==> src/common/light_switch_regs.svh <==
// Constants for the multiple function light switch block
`ifndef LIGHT_SWITCH_REGS_SVH
`define LIGHT_SWITCH_REGS_SVH
`define TIME_W 16
`define BLK_W 8
`define SRC_COUNT 4
`define SRC_SEL_W 2
`define TB_W 2
`define CYCLE_TIME_NS 1000
`define CLK_PERIOD_NS 40
`define CYCLE_CLKS (`CYCLE_TIME_NS / `CLK_PERIOD_NS)
`define TB_10MS 2'h0
`define TB_S 2'h1
`define TB_MIN 2'h2
`define TB_H 2'h3
`define TB_10MS_CYCLES 10
`define TB_S_CYCLES 1000
`define TB_MIN_CYCLES 60000
`define TB_H_CYCLES 3600000
`define ELAPSED_RST 16'h0000
`endif

==> src/common/light_switch_pkg.sv <==
// Types shared by the light switch block
package light_switch_pkg;
    // Switch states
    typedef enum logic [1:0] {
        SW_IDLE, SW_HOLD, SW_DELAY, SW_PERM
    } sw_state_t;
    // One timing parameter with optional indirect source
    typedef struct packed {
        logic [15:0] value;
        logic use_src;
        logic [7:0] src_block;
    } time_param_t;
    // Full configuration of the block
    typedef struct packed {
        time_param_t off_delay;
        time_param_t latch_on_hold_time;
        time_param_t warning_start_delay;
        time_param_t warning_gap_length;
        logic [1:0] timebase;
        logic warn_enable;
        logic retentive;
    } sw_cfg_t;
    // Actual value offered by another block
    typedef struct packed {
        logic [7:0] block_num;
        logic [15:0] value;
    } src_value_t;
endpackage

==> src/design/cycle_tick.sv <==
// Program cycle and timebase tick generator
`timescale 1ns/1ps
`include "light_switch_regs.svh"
module cycle_tick (
    input wire logic ref_clk_in,
    input wire logic sys_rst_in,
    input wire logic [1:0] timebase_in,
    output logic cycle_out,
    output logic unit_out
);
    import light_switch_pkg::*;
    // All state of the tick generator
    typedef struct packed {
        logic [15:0] clk_cnt;
        logic [21:0] cyc_cnt;
        logic cycle;
        logic unit;
    } tick_st_t;
    tick_st_t s_q, s_d;
    // Cycles in one timebase unit
    function automatic logic [21:0] unit_len(input logic [1:0] tb);
        case (tb)
            `TB_10MS: unit_len = 22'(`TB_10MS_CYCLES);
            `TB_S: unit_len = 22'(`TB_S_CYCLES);
            `TB_MIN: unit_len = 22'(`TB_MIN_CYCLES);
            default: unit_len = 22'(`TB_H_CYCLES);
        endcase
    endfunction
    // Next state: cycle pulse, then unit pulse counted in cycles
    always_comb begin
        s_d = s_q;
        s_d.cycle = 1'b0;
        s_d.unit = 1'b0;
        if (s_q.clk_cnt == 16'(`CYCLE_CLKS - 1)) begin
            s_d.clk_cnt = 16'h0000;
            s_d.cycle = 1'b1;
            if (s_q.cyc_cnt >= unit_len(timebase_in) - 22'h000001) begin
                s_d.cyc_cnt = 22'h000000;
                s_d.unit = 1'b1;
            end else begin
                s_d.cyc_cnt = s_q.cyc_cnt + 22'h000001;
            end
        end else begin
            s_d.clk_cnt = s_q.clk_cnt + 16'h0001;
        end
    end
    // State register
    always_ff @(posedge ref_clk_in or posedge sys_rst_in) begin
        if (sys_rst_in) begin
            s_q <= '0;
        end else begin
            s_q <= s_d;
        end
    end
    assign cycle_out = s_q.cycle;
    assign unit_out = s_q.unit;
endmodule // cycle_tick

==> src/design/param_select.sv <==
// Chooses a timing value, direct or from another block
`timescale 1ns/1ps
`include "light_switch_regs.svh"
module param_select (
    input light_switch_pkg::time_param_t param_in,
    input light_switch_pkg::src_value_t [3:0] src_in,
    output logic [15:0] value_out
);
    import light_switch_pkg::*;
    // Look up the source by block number; unknown falls back to direct
    always_comb begin
        value_out = param_in.value;
        if (param_in.use_src) begin
            for (int i = 0; i < `SRC_COUNT; i++) begin
                if (src_in[i].block_num == param_in.src_block) begin
                    value_out = src_in[i].value;
                end
            end
        end
    end
endmodule // param_select

==> src/design/light_switch.sv <==
// Multiple function light switch, evaluated once per program cycle, power loss at any clock
`timescale 1ns/1ps
`include "light_switch_regs.svh"
module light_switch (
    input wire logic ref_clk_in,
    input wire logic sys_rst_in,
    input wire logic trigger_in,
    input wire logic clear_in,
    input wire logic power_fail_in,
    input light_switch_pkg::sw_cfg_t cfg_in,
    input light_switch_pkg::src_value_t [3:0] src_in,
    output logic switch_out,
    output logic permanent_out,
    output logic [15:0] elapsed_time_out
);
    import light_switch_pkg::*;

    // All state of the switch
    typedef struct packed {
        logic [1:0] trg_sync;
        logic [1:0] clr_sync;
        logic [1:0] pf_sync;
        logic trg_prev;
        logic clr_prev;
        logic pf_prev;
        sw_state_t state;
        logic [15:0] elapsed_time;
        logic q;
        logic perm;
    } sw_st_t;
    sw_st_t s_q, s_d;

    logic cycle_tick_w; // One clock per program cycle
    logic unit_tick_w; // One clock per timebase unit
    logic [15:0] off_delay_w;
    logic [15:0] hold_w;
    logic [15:0] warn_start_w;
    logic [15:0] warn_len_w;

    // Saturating increment keeps a long hold from wrapping
    function automatic logic [15:0] inc_sat(input logic [15:0] v);
        inc_sat = (v == 16'hffff) ? v : v + 16'h0001;
    endfunction

    // Cycle and timebase ticks; timebase is common to all parameters
    cycle_tick u_tick (
        .ref_clk_in(ref_clk_in),
        .sys_rst_in(sys_rst_in),
        .timebase_in(cfg_in.timebase),
        .cycle_out(cycle_tick_w),
        .unit_out(unit_tick_w)
    );

    // Parameter sources, direct or another block's actual value
    param_select u_sel_off (
        .param_in(cfg_in.off_delay),
        .src_in(src_in),
        .value_out(off_delay_w)
    );
    param_select u_sel_hold (
        .param_in(cfg_in.latch_on_hold_time),
        .src_in(src_in),
        .value_out(hold_w)
    );
    param_select u_sel_wstart (
        .param_in(cfg_in.warning_start_delay),
        .src_in(src_in),
        .value_out(warn_start_w)
    );
    param_select u_sel_wlen (
        .param_in(cfg_in.warning_gap_length),
        .src_in(src_in),
        .value_out(warn_len_w)
    );

    // Warning window: from off-delay minus start delay, for gap length
    logic [16:0] warn_begin_w;
    logic [16:0] warn_end_w;
    logic in_warn_w;
    always_comb begin
        warn_begin_w = {1'b0, off_delay_w} - {1'b0, warn_start_w};
        warn_end_w = warn_begin_w + {1'b0, warn_len_w};
        in_warn_w = 1'b0;
        if (cfg_in.warn_enable && (warn_start_w <= off_delay_w)) begin
            if (({1'b0, s_q.elapsed_time} >= warn_begin_w) &&
                ({1'b0, s_q.elapsed_time} < warn_end_w)) begin
                in_warn_w = 1'b1;
            end
        end
    end

    // Evaluation of one program cycle
    logic trg_rise_w;
    logic trg_fall_w;
    logic clr_rise_w;
    logic pf_rise_w;
    always_comb begin
        s_d = s_q;
        // Pins pass two flip-flops before anything reads them
        s_d.trg_sync = {s_q.trg_sync[0], trigger_in};
        s_d.clr_sync = {s_q.clr_sync[0], clear_in};
        s_d.pf_sync = {s_q.pf_sync[0], power_fail_in};
        trg_rise_w = s_q.trg_sync[1] && !s_q.trg_prev;
        trg_fall_w = !s_q.trg_sync[1] && s_q.trg_prev;
        clr_rise_w = s_q.clr_sync[1] && !s_q.clr_prev;
        pf_rise_w = s_q.pf_sync[1] && !s_q.pf_prev;
        if (pf_rise_w) begin
            // Power loss is seen at once, not only at a cycle boundary
            s_d.pf_prev = 1'b1;
            if (!cfg_in.retentive) begin
                s_d.state = SW_IDLE;
                s_d.elapsed_time = `ELAPSED_RST;
                s_d.q = 1'b0;
                s_d.perm = 1'b0;
            end
        end else if (cycle_tick_w) begin
            // Trigger and clear sampled only at cycle boundaries
            s_d.trg_prev = s_q.trg_sync[1];
            s_d.clr_prev = s_q.clr_sync[1];
            s_d.pf_prev = s_q.pf_sync[1];
            if (clr_rise_w || s_q.clr_sync[1]) begin
                // Clear dominates any trigger in the same cycle
                s_d.state = SW_IDLE;
                s_d.elapsed_time = `ELAPSED_RST;
                s_d.q = 1'b0;
                s_d.perm = 1'b0;
            end else begin
                case (s_q.state)
                    SW_IDLE: begin
                        if (trg_rise_w) begin
                            s_d.state = SW_HOLD;
                            s_d.q = 1'b1;
                            s_d.elapsed_time = `ELAPSED_RST;
                        end
                    end
                    SW_HOLD: begin
                        // Counting the qualification time for latch-on
                        if (trg_fall_w) begin
                            s_d.state = SW_DELAY;
                            s_d.elapsed_time = `ELAPSED_RST;
                            s_d.q = 1'b1;
                        end else if (s_q.elapsed_time >= hold_w) begin
                            s_d.state = SW_PERM;
                            s_d.perm = 1'b1;
                            s_d.q = 1'b1;
                            s_d.elapsed_time = `ELAPSED_RST;
                        end else if (unit_tick_w) begin
                            s_d.elapsed_time =
                                inc_sat(s_q.elapsed_time);
                        end
                    end
                    SW_DELAY: begin
                        if (trg_rise_w) begin
                            s_d.state = SW_IDLE;
                            s_d.elapsed_time = `ELAPSED_RST;
                            s_d.q = 1'b0;
                        end else if (s_q.elapsed_time >= off_delay_w) begin
                            s_d.state = SW_IDLE;
                            s_d.q = 1'b0;
                        end else begin
                            s_d.q = !in_warn_w;
                            if (unit_tick_w) begin
                                s_d.elapsed_time =
                                    inc_sat(s_q.elapsed_time);
                            end
                        end
                    end
                    SW_PERM: begin
                        if (trg_rise_w) begin
                            s_d.state = SW_IDLE;
                            s_d.elapsed_time = `ELAPSED_RST;
                            s_d.q = 1'b0;
                            s_d.perm = 1'b0;
                        end
                    end
                    default: begin
                        s_d.state = SW_IDLE;
                    end
                endcase
            end
        end
    end

    // State register; retentive state survives only power loss, not reset
    always_ff @(posedge ref_clk_in or posedge sys_rst_in) begin
        if (sys_rst_in) begin
            s_q <= '0;
        end else begin
            s_q <= s_d;
        end
    end

    assign switch_out = s_q.q;
    assign permanent_out = s_q.perm;
    assign elapsed_time_out = s_q.elapsed_time;
endmodule // light_switch

==> config.mk <==
export PLATFORM = sky130hd
export DESIGN_NAME = light_switch
export DESIGN_NICKNAME = d
export VERILOG_FILES = /design/src/common/light_switch_pkg.sv /design/src/design/cycle_tick.sv /design/src/design/param_select.sv /design/src/design/light_switch.sv
export VERILOG_INCLUDE_DIRS = /design/src /design/src/common
export SDC_FILE = /design/constraint.sdc
export NUM_CORES = 1
export LEC_CHECK = 0
export ABC_AREA = 1
export BUFFER_PORTS_ARGS = -buffer_cell sky130_fd_sc_hd__buf_2
export CAP_MARGIN = 20
export CORE_AREA = 2 2 231 233
export CTS_CLUSTER_SIZE = 25
export DETAILED_ROUTE_END_ITERATION = 8
export DIE_AREA = 0 0 233 235
export RECOVER_POWER = 100
export SLEW_MARGIN = 15
export SYNTH_ARGS = -nofsm -noshare
export SYNTH_HDL_FRONTEND = slang
export SYNTH_SLANG_ARGS = --single-unit
export TNS_END_PERCENT = 5
==> constraint.sdc <==
create_clock -name ref_clk_in -period 4 [get_ports ref_clk_in]
set_input_delay 0.2 -clock ref_clk_in [delete_from_list [all_inputs] [get_ports ref_clk_in]]
set_output_delay 0.2 -clock ref_clk_in [all_outputs]
set_load 0.05 [all_outputs]
==> results of run 1 <==
## power by group
group	total (mW)	switching, mW	internal [mW]
Sequential	0.790	0.0713	0.718
Combinational	2.68	1.43	1.25
Clock	0.764	0.336	0.428
## cell families (layout without fill, tap and decap cells)
group                      after synthesis  after routing
AOI/OAI and AO/OA                      431            431
and+or+nand+nor                        737            737
other                                    1              7
DFF                                     68             68
buffers and inverters                  329            822
adders and majority gates              114            114
xor gates and xnor gates               172            172
## critical path: cells and delay by family
kind | cells | cell delay [ns]
and+or+nand+nor | 18 | 1.66
adders and majority gates | 3 | 0.85
AOI/OAI and AO/OA | 11 | 1.40
buffers and inverters | 7 | 0.87
xor gates and xnor gates | 3 | 0.53
## cell usage after synthesis (all sizes together) (2+ instances only)
library cell	count
nor3	19
ha	112
nor4	29
fa	2
o22ai	2
a211oi	7
a21oi	73
nor3b	6
inv	242
dfrtp	68
xnor2	52
o21ai	152
o31ai	3
xor2	120
nand2	414
clkbuf	60
a21o	8
o21a	16
buf	27
a22oi	3
a21boi	5
nand3	101
nor2	133
o211ai	137
o21bai	4
nand4	29
or2	2
a31o	3
a31oi	14
## routing by layer
metal	global-route usage (%)	wire length [um]	vias up
li1	-	-	7222
met1	21.8	21200	6496
met2	30.8	23800	526
met3	3.52	3880	81
met4	6.85	1940	4
met5	0	23	-
## registers in the layout, indices dropped and copies added (netlist names)
register and count:
elapsed_time_out 16, permanent_out 1, s_d 3, s_q 7
switch_out 1, u_tick.cycle_out 1, u_tick.s_q 38, u_tick.unit_out 1
## layout make-up
class	instances	area, um^2
multi-input combinational	1457	9100
clock inverter	7	58.8
antenna	4	10.0
fill	5765	35600
tap	688	861
clock buffer	9	225
timing repair buffer	564	3740
inverter	242	908
sequential	68	1700
## layout by cell type, fill, tap and decap left out, types with 5 or more instances in the layout
| master | n |
|---|---|
| a31oi_1 | 14 |
| o21a_1 | 15 |
| xor2_1 | 114 |
| nor2_1 | 122 |
| buf_6 | 5 |
| nand3_1 | 95 |
| nor4_1 | 23 |
| nand2_1 | 403 |
| a211oi_1 | 7 |
| dfrtp_1 | 68 |
| nor3_1 | 19 |
| inv_1 | 236 |
| a21oi_2 | 7 |
| nand3_2 | 5 |
| inv_2 | 6 |
| clkbuf_16 | 9 |
| xnor2_1 | 50 |
| a21o_1 | 8 |
| buf_2 | 202 |
| nor3b_1 | 5 |
| nor2_2 | 10 |
| nand4_1 | 29 |
| buf_4 | 332 |
| o211ai_1 | 137 |
| ha_1 | 105 |
| nand2_2 | 10 |
| a21oi_1 | 66 |
| o21ai_0 | 138 |
| o21ai_1 | 11 |
| clkbuf_1 | 18 |
| xor2_2 | 5 |
## worst paths after layout
path                                     startpoint                          to  slack (ns)  cells past startpoint
setup / recovery                         src_in[17]      switch_out$_DFFE_PP0P_       -1.26                     42
hold / removal                            cfg_in[0]   permanent_out$_DFFE_PP0P_        0.27                      4
setup reg to reg           u_tick.s_q[24]$_DFF_PP0_  u_tick.s_q[23]$_DFFE_PP0P_        0.66                     17
hold reg to reg                   s_d[24]$_DFF_PP0_           s_q[24]$_DFF_PP0_        0.35                      0
max in group asynchronous                sys_rst_in      switch_out$_DFFE_PP0P_        1.62                      3
min in group asynchronous                sys_rst_in   u_tick.s_q[7]$_DFFE_PP0P_        0.36                      2
## what timing repair did
action,CTS,global route
hold buffers,3,0
gates cloned,1,0
buffers inserted,5,10
resized for setup,29,54
pin swaps,7,41
setup endpoints to repair,19,19
hold endpoints to repair,3,0
## metrics by stage
step	setup WS (ns)	area (um^2)
finish	-1.26	16600
global route	-1.64	16600
CTS	-1.19	16400
detailed placement	-1.74	15900
global placement	-1.69	15900
floorplan	-1.20	11900
==> metrics.md, run 1 <==
| Metric | Value |
|---|---|
| Final GP Congestion | 0.986 |
| Root buffer cell | clkbuf_16 |
| FFs w/ async S/R, synth | 100% |
| Sequential fraction of the synthesis area | 14.3% |
| P&R area growth vs syn | 39.7% |
| RSZ-0062 raised after global routing | yes |
| Max_slew headroom | -9.50% |
| Die Wd | 233 um |
| Final wirelength | 50800 um |
| Placed cell count | 3000 |
| CP Data Arrival Time | 5.50 ns |
| Initial DRC count | 1001 |
| Initial antenna violation count | 3 |
| Gr usage total | 17.9% |
| F_max | 190 MHz |
| Failing checks | capacitance limit, slew limit, setup timing |
| Core Box Area | 52200 um^2 |
| Number of warnings issued by yosys | 0 |
| Synth Register Bits | 68 |
| Xor/xnor share of the synthesized area | 12.7% |
| Synth Area in Simple Gates | 27.3% |
| Via density | 4.72 |
| Die Span Y | 235 um |
| Power consumption | 4.24 mW |
| Post-layout minimum cycle time | 5.26 ns |
| First-pass GRT wire length | 76100 um |
| Critical path capture point type | flip-flop |
| Synth Instances | 1852 |
| CP required | 4.24 ns |
| Outcome | finished, violations left |
| Number of synthesized flops with an enable pin | 0 |
| Max clock buf depth | 2 |
| TritonCTS clock tree | built |
| Yosys cell types | 53 |
| Largest net degree at the start of global routing | 44 |
| Slowest stage delay, CP | 0.39 ns |
| Via count | 14.3k |
| Critical path type | primary input to flip-flop |
| # setup viols final | 19 |
| CP most frequent cell | nand2_1 |
| CP max-delay cell | nor4_2 |
| Ys flop type | dfrtp_1 |
| Vias in the first global route | 13.5k |
| IO Port Bufs | 222 |
| Main combinational cell family by area after synthesis | simple AND/OR/NAND/NOR gates |
| Sum Neg Setup Slack | -3.49 ns |
| Post-synth top area cell | dfrtp_1 |
| Final worst slack | -1.26 ns |
| Period utilization | 132% |
| HP Class | primary input to flip-flop |
| Slew Viols, Final | 44 |
| Area of the die | 54800 um^2 |
| Static Leak | 8.49 nW |
| DP HPWL | 42500 um |
| Syn avg cell area | 6.42 um^2 |
| Multiplexer share of the synthesized area | 0% |
| Drt wl/cell | 16.7 um |
| Later-pin clock latency in the skew report | 0.35 ns |
| Crit start category | primary input |
| Remaining Overflow, GRT | 0 |
| Synth top area cells | dfrtp_1 (14%), nand2_1 (13%), ha_1 (12%) |
| Total CTS buffers | 9 |
| VDD IR max | 0.000132 V |
| Syn Std Cell Area | 11900 um^2 |
| Routed Antenna Nets | 0 |
| Final hold violations | 0 |
| Site row count | 84 |
| Finished Core Util | 31.8% |
| Power Dens Cells | 255 nW/um^2 |
| DRC Markers | 0 |
| Clock-pin slew on the worst setup and hold paths | 0.06 ns |
| First drt pass iteration count | 7 |
| WHS | 0.267 ns |
| IO Count | 223 |
| Layout cells sized above 1 | 27.3% |
| Final net count | 2661 |
| Crit path max fanout | 18 |
| Post-synthesis adder-cell area fraction | 12.1% |
| Worst clock skew | 0.00488 ns |
| H-tree depth | 3 |
| Complex-gate fraction of the synthesized area | 22.4% |
| Layout Cells excl Fill | 3039 |
| Slew @ Worst Pin | 1.64 ns |
| Initial Utilization | 22.8% |
| CTS Sinks | 68 |
| Maxcap violations | 1 |
| Top-area cell type share of the netlist area | 14.3% |
(Power assumes the default switching activity.)
==> inputs of run 2 (changes only) <==
--- a/config.mk
+++ b/config.mk
@@ -9,10 +9,11 @@
 export ABC_AREA = 1
 export BUFFER_PORTS_ARGS = -buffer_cell sky130_fd_sc_hd__buf_2
 export CAP_MARGIN = 20
-export CORE_AREA = 2 2 231 233
-export CTS_CLUSTER_SIZE = 25
+export CORE_AREA = 2 2 158 160
+export CTS_CLUSTER_SIZE = 30
 export DETAILED_ROUTE_END_ITERATION = 8
-export DIE_AREA = 0 0 233 235
+export DIE_AREA = 0 0 160 162
+export PLACE_DENSITY = 0.72
 export RECOVER_POWER = 100
 export SLEW_MARGIN = 15
 export SYNTH_ARGS = -nofsm -noshare
==> run 2 against run 1 <==
The run ends with setup timing left. Highest routed layer unchanged. Clock skew increased by 0.0087 ns. Hold slack improved by 0.080 ns. Sequential share of layout area about the same. First-iteration DRC count increased by 16%.
==> metrics.md, run 2 (synthesis gave the netlist of run 1 again) <==
| Metric | Value |
|---|---|
| Via count | 15.2k |
| TritonCTS clock tree | built |
| DRC Markers | 0 |
| Power consumption | 4.51 mW |
| VDD IR max | 0.000259 V |
| Largest net degree at the start of global routing | 42 |
| CP required | 4.24 ns |
| Critical path capture point type | flip-flop |
| Initial antenna violation count | 5 |
| Initial DRC count | 1157 |
| Placed instance area | 15800 um^2 |
| Root buffer cell | clkbuf_16 |
| Reg2Reg Depth | 17 |
| Slew @ Worst Pin | 1.07 ns |
| Static Leak | 8.72 nW |
| Final net count | 2696 |
| FF-to-FF End | u_tick.s_q[23]$_DFFE_PP0P_ |
| IO Count | 223 |
| Core Box Area | 24100 um^2 |
| Area of the die | 25900 um^2 |
| Slowest stage delay, CP | 0.31 ns |
| Sum Neg Setup Slack | -5.93 ns |
| Die Wd | 160 um |
| Max_slew headroom | 28.6% |
| Site row count | 57 |
| CP max-delay cell | ha_1 |
| Final hold violations | 0 |
| Via density | 5.62 |
| Finished Core Util | 69.0% |
| Critical Path Start | src_in[18] |
| Most frequent cells in the layout | nand2_1 (400), buf_4 (362), inv_1 (233) |
| Period utilization | 132% |
| Power Dens Cells | 272 nW/um^2 |
| Post-layout minimum cycle time | 5.27 ns |
| Initial Utilization | 49.3% |
| Critical path destination | switch_out$_DFFE_PP0P_ |
| Final worst slack | -1.27 ns |
| Crit path max fanout | 6 |
| Maxcap violations | 0 |
| IO Port Bufs | 222 |
| Clock-pin slew on the worst setup and hold paths | 0.07 ns |
| P&R area growth vs syn | 39.9% |
| Vias in the first global route | 14.7k |
| Launch point of the worst reg-to-reg path | u_tick.s_q[24]$_DFF_PP0_ |
| F_max | 190 MHz |
| Routed Antenna Nets | 0 |
| Total CTS buffers | 9 |
| First-pass GRT wire length | 76900 um |
| Worst clock skew | 0.0136 ns |
| Layout cells sized above 1 | 29.1% |
| Drt wl/cell | 18.3 um |
| # setup viols final | 19 |
| Crit start category | primary input |
| DP HPWL | 40900 um |
| Slew Viols, Final | 0 |
| Max clock buf depth | 2 |
| Failing checks | setup timing |
| Critical path type | primary input to flip-flop |
| CTS Sinks | 68 |
| Largest register by flop count | u_tick.s_q |
| Post-route cell area | 16600 um^2 |
| Commonest non-fill, non-tap cell in the layout | nand2_1 |
| Final GP Congestion | 0.996 |
| Later-pin clock latency in the skew report | 0.34 ns |
| HP Class | primary input to flip-flop |
| H-tree depth | 3 |
| Gr usage total | 37.3% |
| CP most frequent cell | nand2_1 |
| Final wirelength | 49700 um |
| Remaining Overflow, GRT | 0 |
| RSZ-0062 raised after global routing | yes |
| R2r setup slk | 0.54 ns |
| Outcome | finished, violations left |
| Max reg flops | 38 |
| Die Span Y | 162 um |
| First drt pass iteration count | 6 |
| CP Data Arrival Time | 5.50 ns |
==> run 2: changes by cell type in the layout (fill, tap and decap cells not counted), sizes merged <==
cell and delta:
clkinv +1, bufinv +3, dlygate4sd3 +1, buf +33, clkinvlp -2, clkbuf +2, inv -3
==> run 2: critical path, delay by kind of cell <==
family | cells | cell delay, ns
AO/OA/AOI/OAI | 11 | 1.51
XOR/XNOR | 3 | 0.56
adder cells (fa/ha/maj) | 3 | 0.91
buffers and inverters | 8 | 0.95
AND/OR/NAND/NOR | 17 | 1.39
==> run 2: through the flow <==
step | hold slack (ns) | setup slack, ns | cells
3_3_place_gp | 0.295 | -1.58 | 2670
5_1_grt | 0.364 | -1.59 | 2706
6_report | 0.347 | -1.27 | 2710
2_1_floorplan | 0.231 | -1.20 | 1854
3_5_place_dp | 0.290 | -1.68 | 2670
4_1_cts | 0.355 | -1.22 | 2690
==> run 2: power by group <==
group / internal, mW / total, mW / leakage (nW) / switching (mW)
logic: 1.30 / 2.80 / 7.66 / 1.49
registers: 0.719 / 0.782 / 0.901 / 0.0631
clock network: 0.611 / 0.932 / 0.167 / 0.322
total: 2.63 / 4.51 / 8.72 / 1.88
==> run 2: metal layers <==
metal / track usage (%) / up-vias / routed length [um]
met2: 63.8 / 758 / 22600
met1: 46.7 / 7010 / 20000
met5: 0 / - / 13
met4: 16.1 / 2 / 2550
met3: 5.87 / 174 / 4520
li1: - / 7289 / -
==> run 2: how the worst min path moves through the flow <==
stage	startpoint	end	slack [ns]	depth (start not counted)
after global routing	s_d[28]$_DFF_PP0_	s_q[28]$_DFF_PP0_	0.36	0
final	cfg_in[0]	permanent_out$_DFFE_PP0P_	0.35	4
after global placement	sys_rst_in	s_q[24]$_DFF_PP0_	0.29	2
after detailed placement	sys_rst_in	s_q[24]$_DFF_PP0_	0.29	2
after floorplan	power_fail_in	s_d[24]$_DFF_PP0_	0.23	0
after CTS	cfg_in[0]	permanent_out$_DFFE_PP0P_	0.35	4
==> run 2: what timing repair did <==
action	in CTS	in global routing
gates cloned	0	1
hold buffers	4	0
setup buffers	0	15
endpoints found under the hold margin	30	0
endpoints found under the setup margin	19	19
resized for setup	29	93
pin swaps	5	53
==> run 2: final cells by class <==
type                    count  area (um^2)
multi-input cells        1457         9230
fillers                  2150         7480
repair buffers            599         4030
flip-flops and latches     68         1700
inverters                 242          908
well taps                 324          405
clock buffers              10          229
clock inverters             6          113
diodes                      4         10.0
==> inputs of run 3 (changes only) <==
--- a/config.mk
+++ b/config.mk
@@ -7,13 +7,12 @@
 export NUM_CORES = 1
 export LEC_CHECK = 0
 export ABC_AREA = 1
-export BUFFER_PORTS_ARGS = -buffer_cell sky130_fd_sc_hd__buf_2
 export CAP_MARGIN = 20
 export CORE_AREA = 2 2 158 160
 export CTS_CLUSTER_SIZE = 30
 export DETAILED_ROUTE_END_ITERATION = 8
 export DIE_AREA = 0 0 160 162
-export PLACE_DENSITY = 0.72
+export DONT_BUFFER_PORTS = 1
 export RECOVER_POWER = 100
 export SLEW_MARGIN = 15
 export SYNTH_ARGS = -nofsm -noshare
==> run 3 against run 2 <==
The run ends with capacitance limit, slew limit, setup timing left. Die area unchanged. First-iteration DRC count down 2.7%. Setup slack better by 0.20 ns. Wire length down 6.7%.
==> metrics.md, run 3 (synthesis gave the netlist of run 1 again) <==
| Metric | Value |
|---|---|
| Max_slew headroom | -13.7% |
| VDD IR max | 0.000350 V |
| First-pass GRT wire length | 72200 um |
| Via density | 5.70 |
| Gr usage total | 35.4% |
| Site row count | 57 |
| Critical path capture point type | flip-flop |
| Max clock buf depth | 2 |
| Core Box Area | 24100 um^2 |
| Hold path start | cfg_in[0] |
| TritonCTS clock tree | built |
| DRC Markers | 0 |
| Die Wd | 160 um |
| CP max-delay cell | ha_1 |
| Routed Antenna Nets | 0 |
| Period utilization | 127% |
| Max reg flops | 38 |
| Root buffer cell | clkbuf_16 |
| Failing checks | capacitance limit, slew limit, setup timing |
| Critical Path Start | src_in[23] |
| Initial antenna violation count | 2 |
| Slew @ Worst Pin | 1.70 ns |
| Power Dens Cells | 276 nW/um^2 |
| Clock-pin slew on the worst setup and hold paths | 0.06 ns |
| CTS Sinks | 68 |
| IO Port Bufs | 0 |
| Later-pin clock latency in the skew report | 0.34 ns |
| Commonest non-fill, non-tap cell in the layout | nand2_1 |
| Static Leak | 7.29 nW |
| Final hold violations | 0 |
| Initial Utilization | 49.3% |
| Uppermost layer routed | met4 |
| Largest net degree at the start of global routing | 69 |
| IO Count | 223 |
| Post-layout minimum cycle time | 5.07 ns |
| CP delay by family, top | compound AO/OA/AOI/OAI gates |
| RSZ-0062 raised after global routing | yes |
| F_max | 197 MHz |
| Final net count | 2363 |
| DP HPWL | 38000 um |
| Slowest stage delay, CP | 0.31 ns |
| Maxcap violations | 1 |
| Power consumption | 4.01 mW |
| Crit path max fanout | 6 |
| Most frequent cells in the layout | nand2_1 (401), buf_4 (245), inv_1 (235) |
| HP Class | primary input to flip-flop |
| Filler cells | 2417 |
| Final wirelength | 46400 um |
| Met2 wire len | 20400 um |
| Vias in the first global route | 13.1k |
| # setup viols final | 1 |
| First drt pass iteration count | 5 |
| P&R area growth vs syn | 22.2% |
| Worst clock skew | 0.00998 ns |
| Register area | 1700 um^2 |
| Via count | 13.5k |
| Total CTS buffers | 9 |
| Die Span Y | 162 um |
| Placed cell count | 2335 |
| Final GP Congestion | 1.01 |
| Slew Viols, Final | 69 |
| WHS | 0.204 ns |
| Critical path type | primary input to flip-flop |
| Finished Core Util | 60.2% |
| Final worst slack | -1.07 ns |
| Layout Cells excl Fill | 2374 |
| WL met3 | 4420 um |
| Outcome | finished, violations left |
| Area of the die | 25900 um^2 |
| Drt wl/cell | 19.5 um |
| Remaining Overflow, GRT | 0 |
| Initial DRC count | 1126 |
| CP most frequent cell | nand2_1 |
| Largest register by flop count | u_tick.s_q |
| Multi-input gate area | 9170 um^2 |
| Launch point of the worst reg-to-reg path | elapsed_time_out[1]$_DFFE_PP0P_ |
| CP required | 4.23 ns |
| H-tree depth | 3 |
| Crit path buffers/inverters | 6 |
| Layout cells sized above 1 | 17.7% |
| Routed length on met1 | 19500 um |
| Crit start category | primary input |
| CP Data Arrival Time | 5.29 ns |
-- run 3: layer usage --
metal / global-route usage, % / vias up
met5: 0 / -
met4: 14.9 / 0
met3: 7.94 / 107
met2: 57.5 / 593
met1: 45.4 / 6238
li1: - / 6605
-- run 3: path summary, 6_finish.rpt --
path | end | slack [ns] | depth (start not counted)
min | permanent_out$_DFFE_PP0P_ | 0.20 | 3
min reg2reg | s_q[28]$_DFF_PP0_ | 0.35 | 0
min in group asynchronous | u_tick.s_q[21]$_DFFE_PP0P_ | 0.35 | 2
max in group asynchronous | elapsed_time_out[0]$_DFFE_PP0P_ | 2.62 | 2
max reg2reg | elapsed_time_out[11]$_DFFE_PP0P_ | 0.55 | 16
max | switch_out$_DFFE_PP0P_ | -1.07 | 41
-- run 3: timing repair --
item,in CTS,in global routing
endpoints found under the setup margin,19,19
buffers inserted,15,4
pin swaps,24,24
hold endpoints to repair,3,0
hold buffers,3,0
resized for setup,27,76
cloned,0,0
-- run 3: layout make-up --
class	instances	share of cell area (%)
Antenna cell	1	0.0172
Clock buffer	11	1.60
Clock inverter	5	0.362
Inverter	242	6.27
Multi-Input combinational cell	1457	63.1
Sequential cell	68	11.7
Tap cell	324	2.79
Timing Repair Buffer	266	14.1
-- run 3: tightest hold or removal path, stage by stage --
cell	delay, ns
o21ai_0	0.10
nand4_1	0.09
o21ai_0	0.09
-- run 3: where the power goes --
| part | switching (mW) | leakage (nW) | internal [mW] |
|---|---|---|---|
| clock | 0.304 | 0.139 | 0.480 |
| sequential | 0.0987 | 0.901 | 0.718 |
| combinational | 1.25 | 6.25 | 1.15 |
| total | 1.66 | 7.29 | 2.35 |
-- run 3: through the flow --
step	setup slack (ns)	setup TNS, ns	cell area, um^2
6_report	-1.07	-1.07	14500
3_5_place_dp	-1.57	-9.48	13800
3_3_place_gp	-1.44	-8.88	13800
2_1_floorplan	-1.20	-1.20	11900
5_1_grt	-1.47	-3.93	14500
4_1_cts	-1.01	-1.01	14300
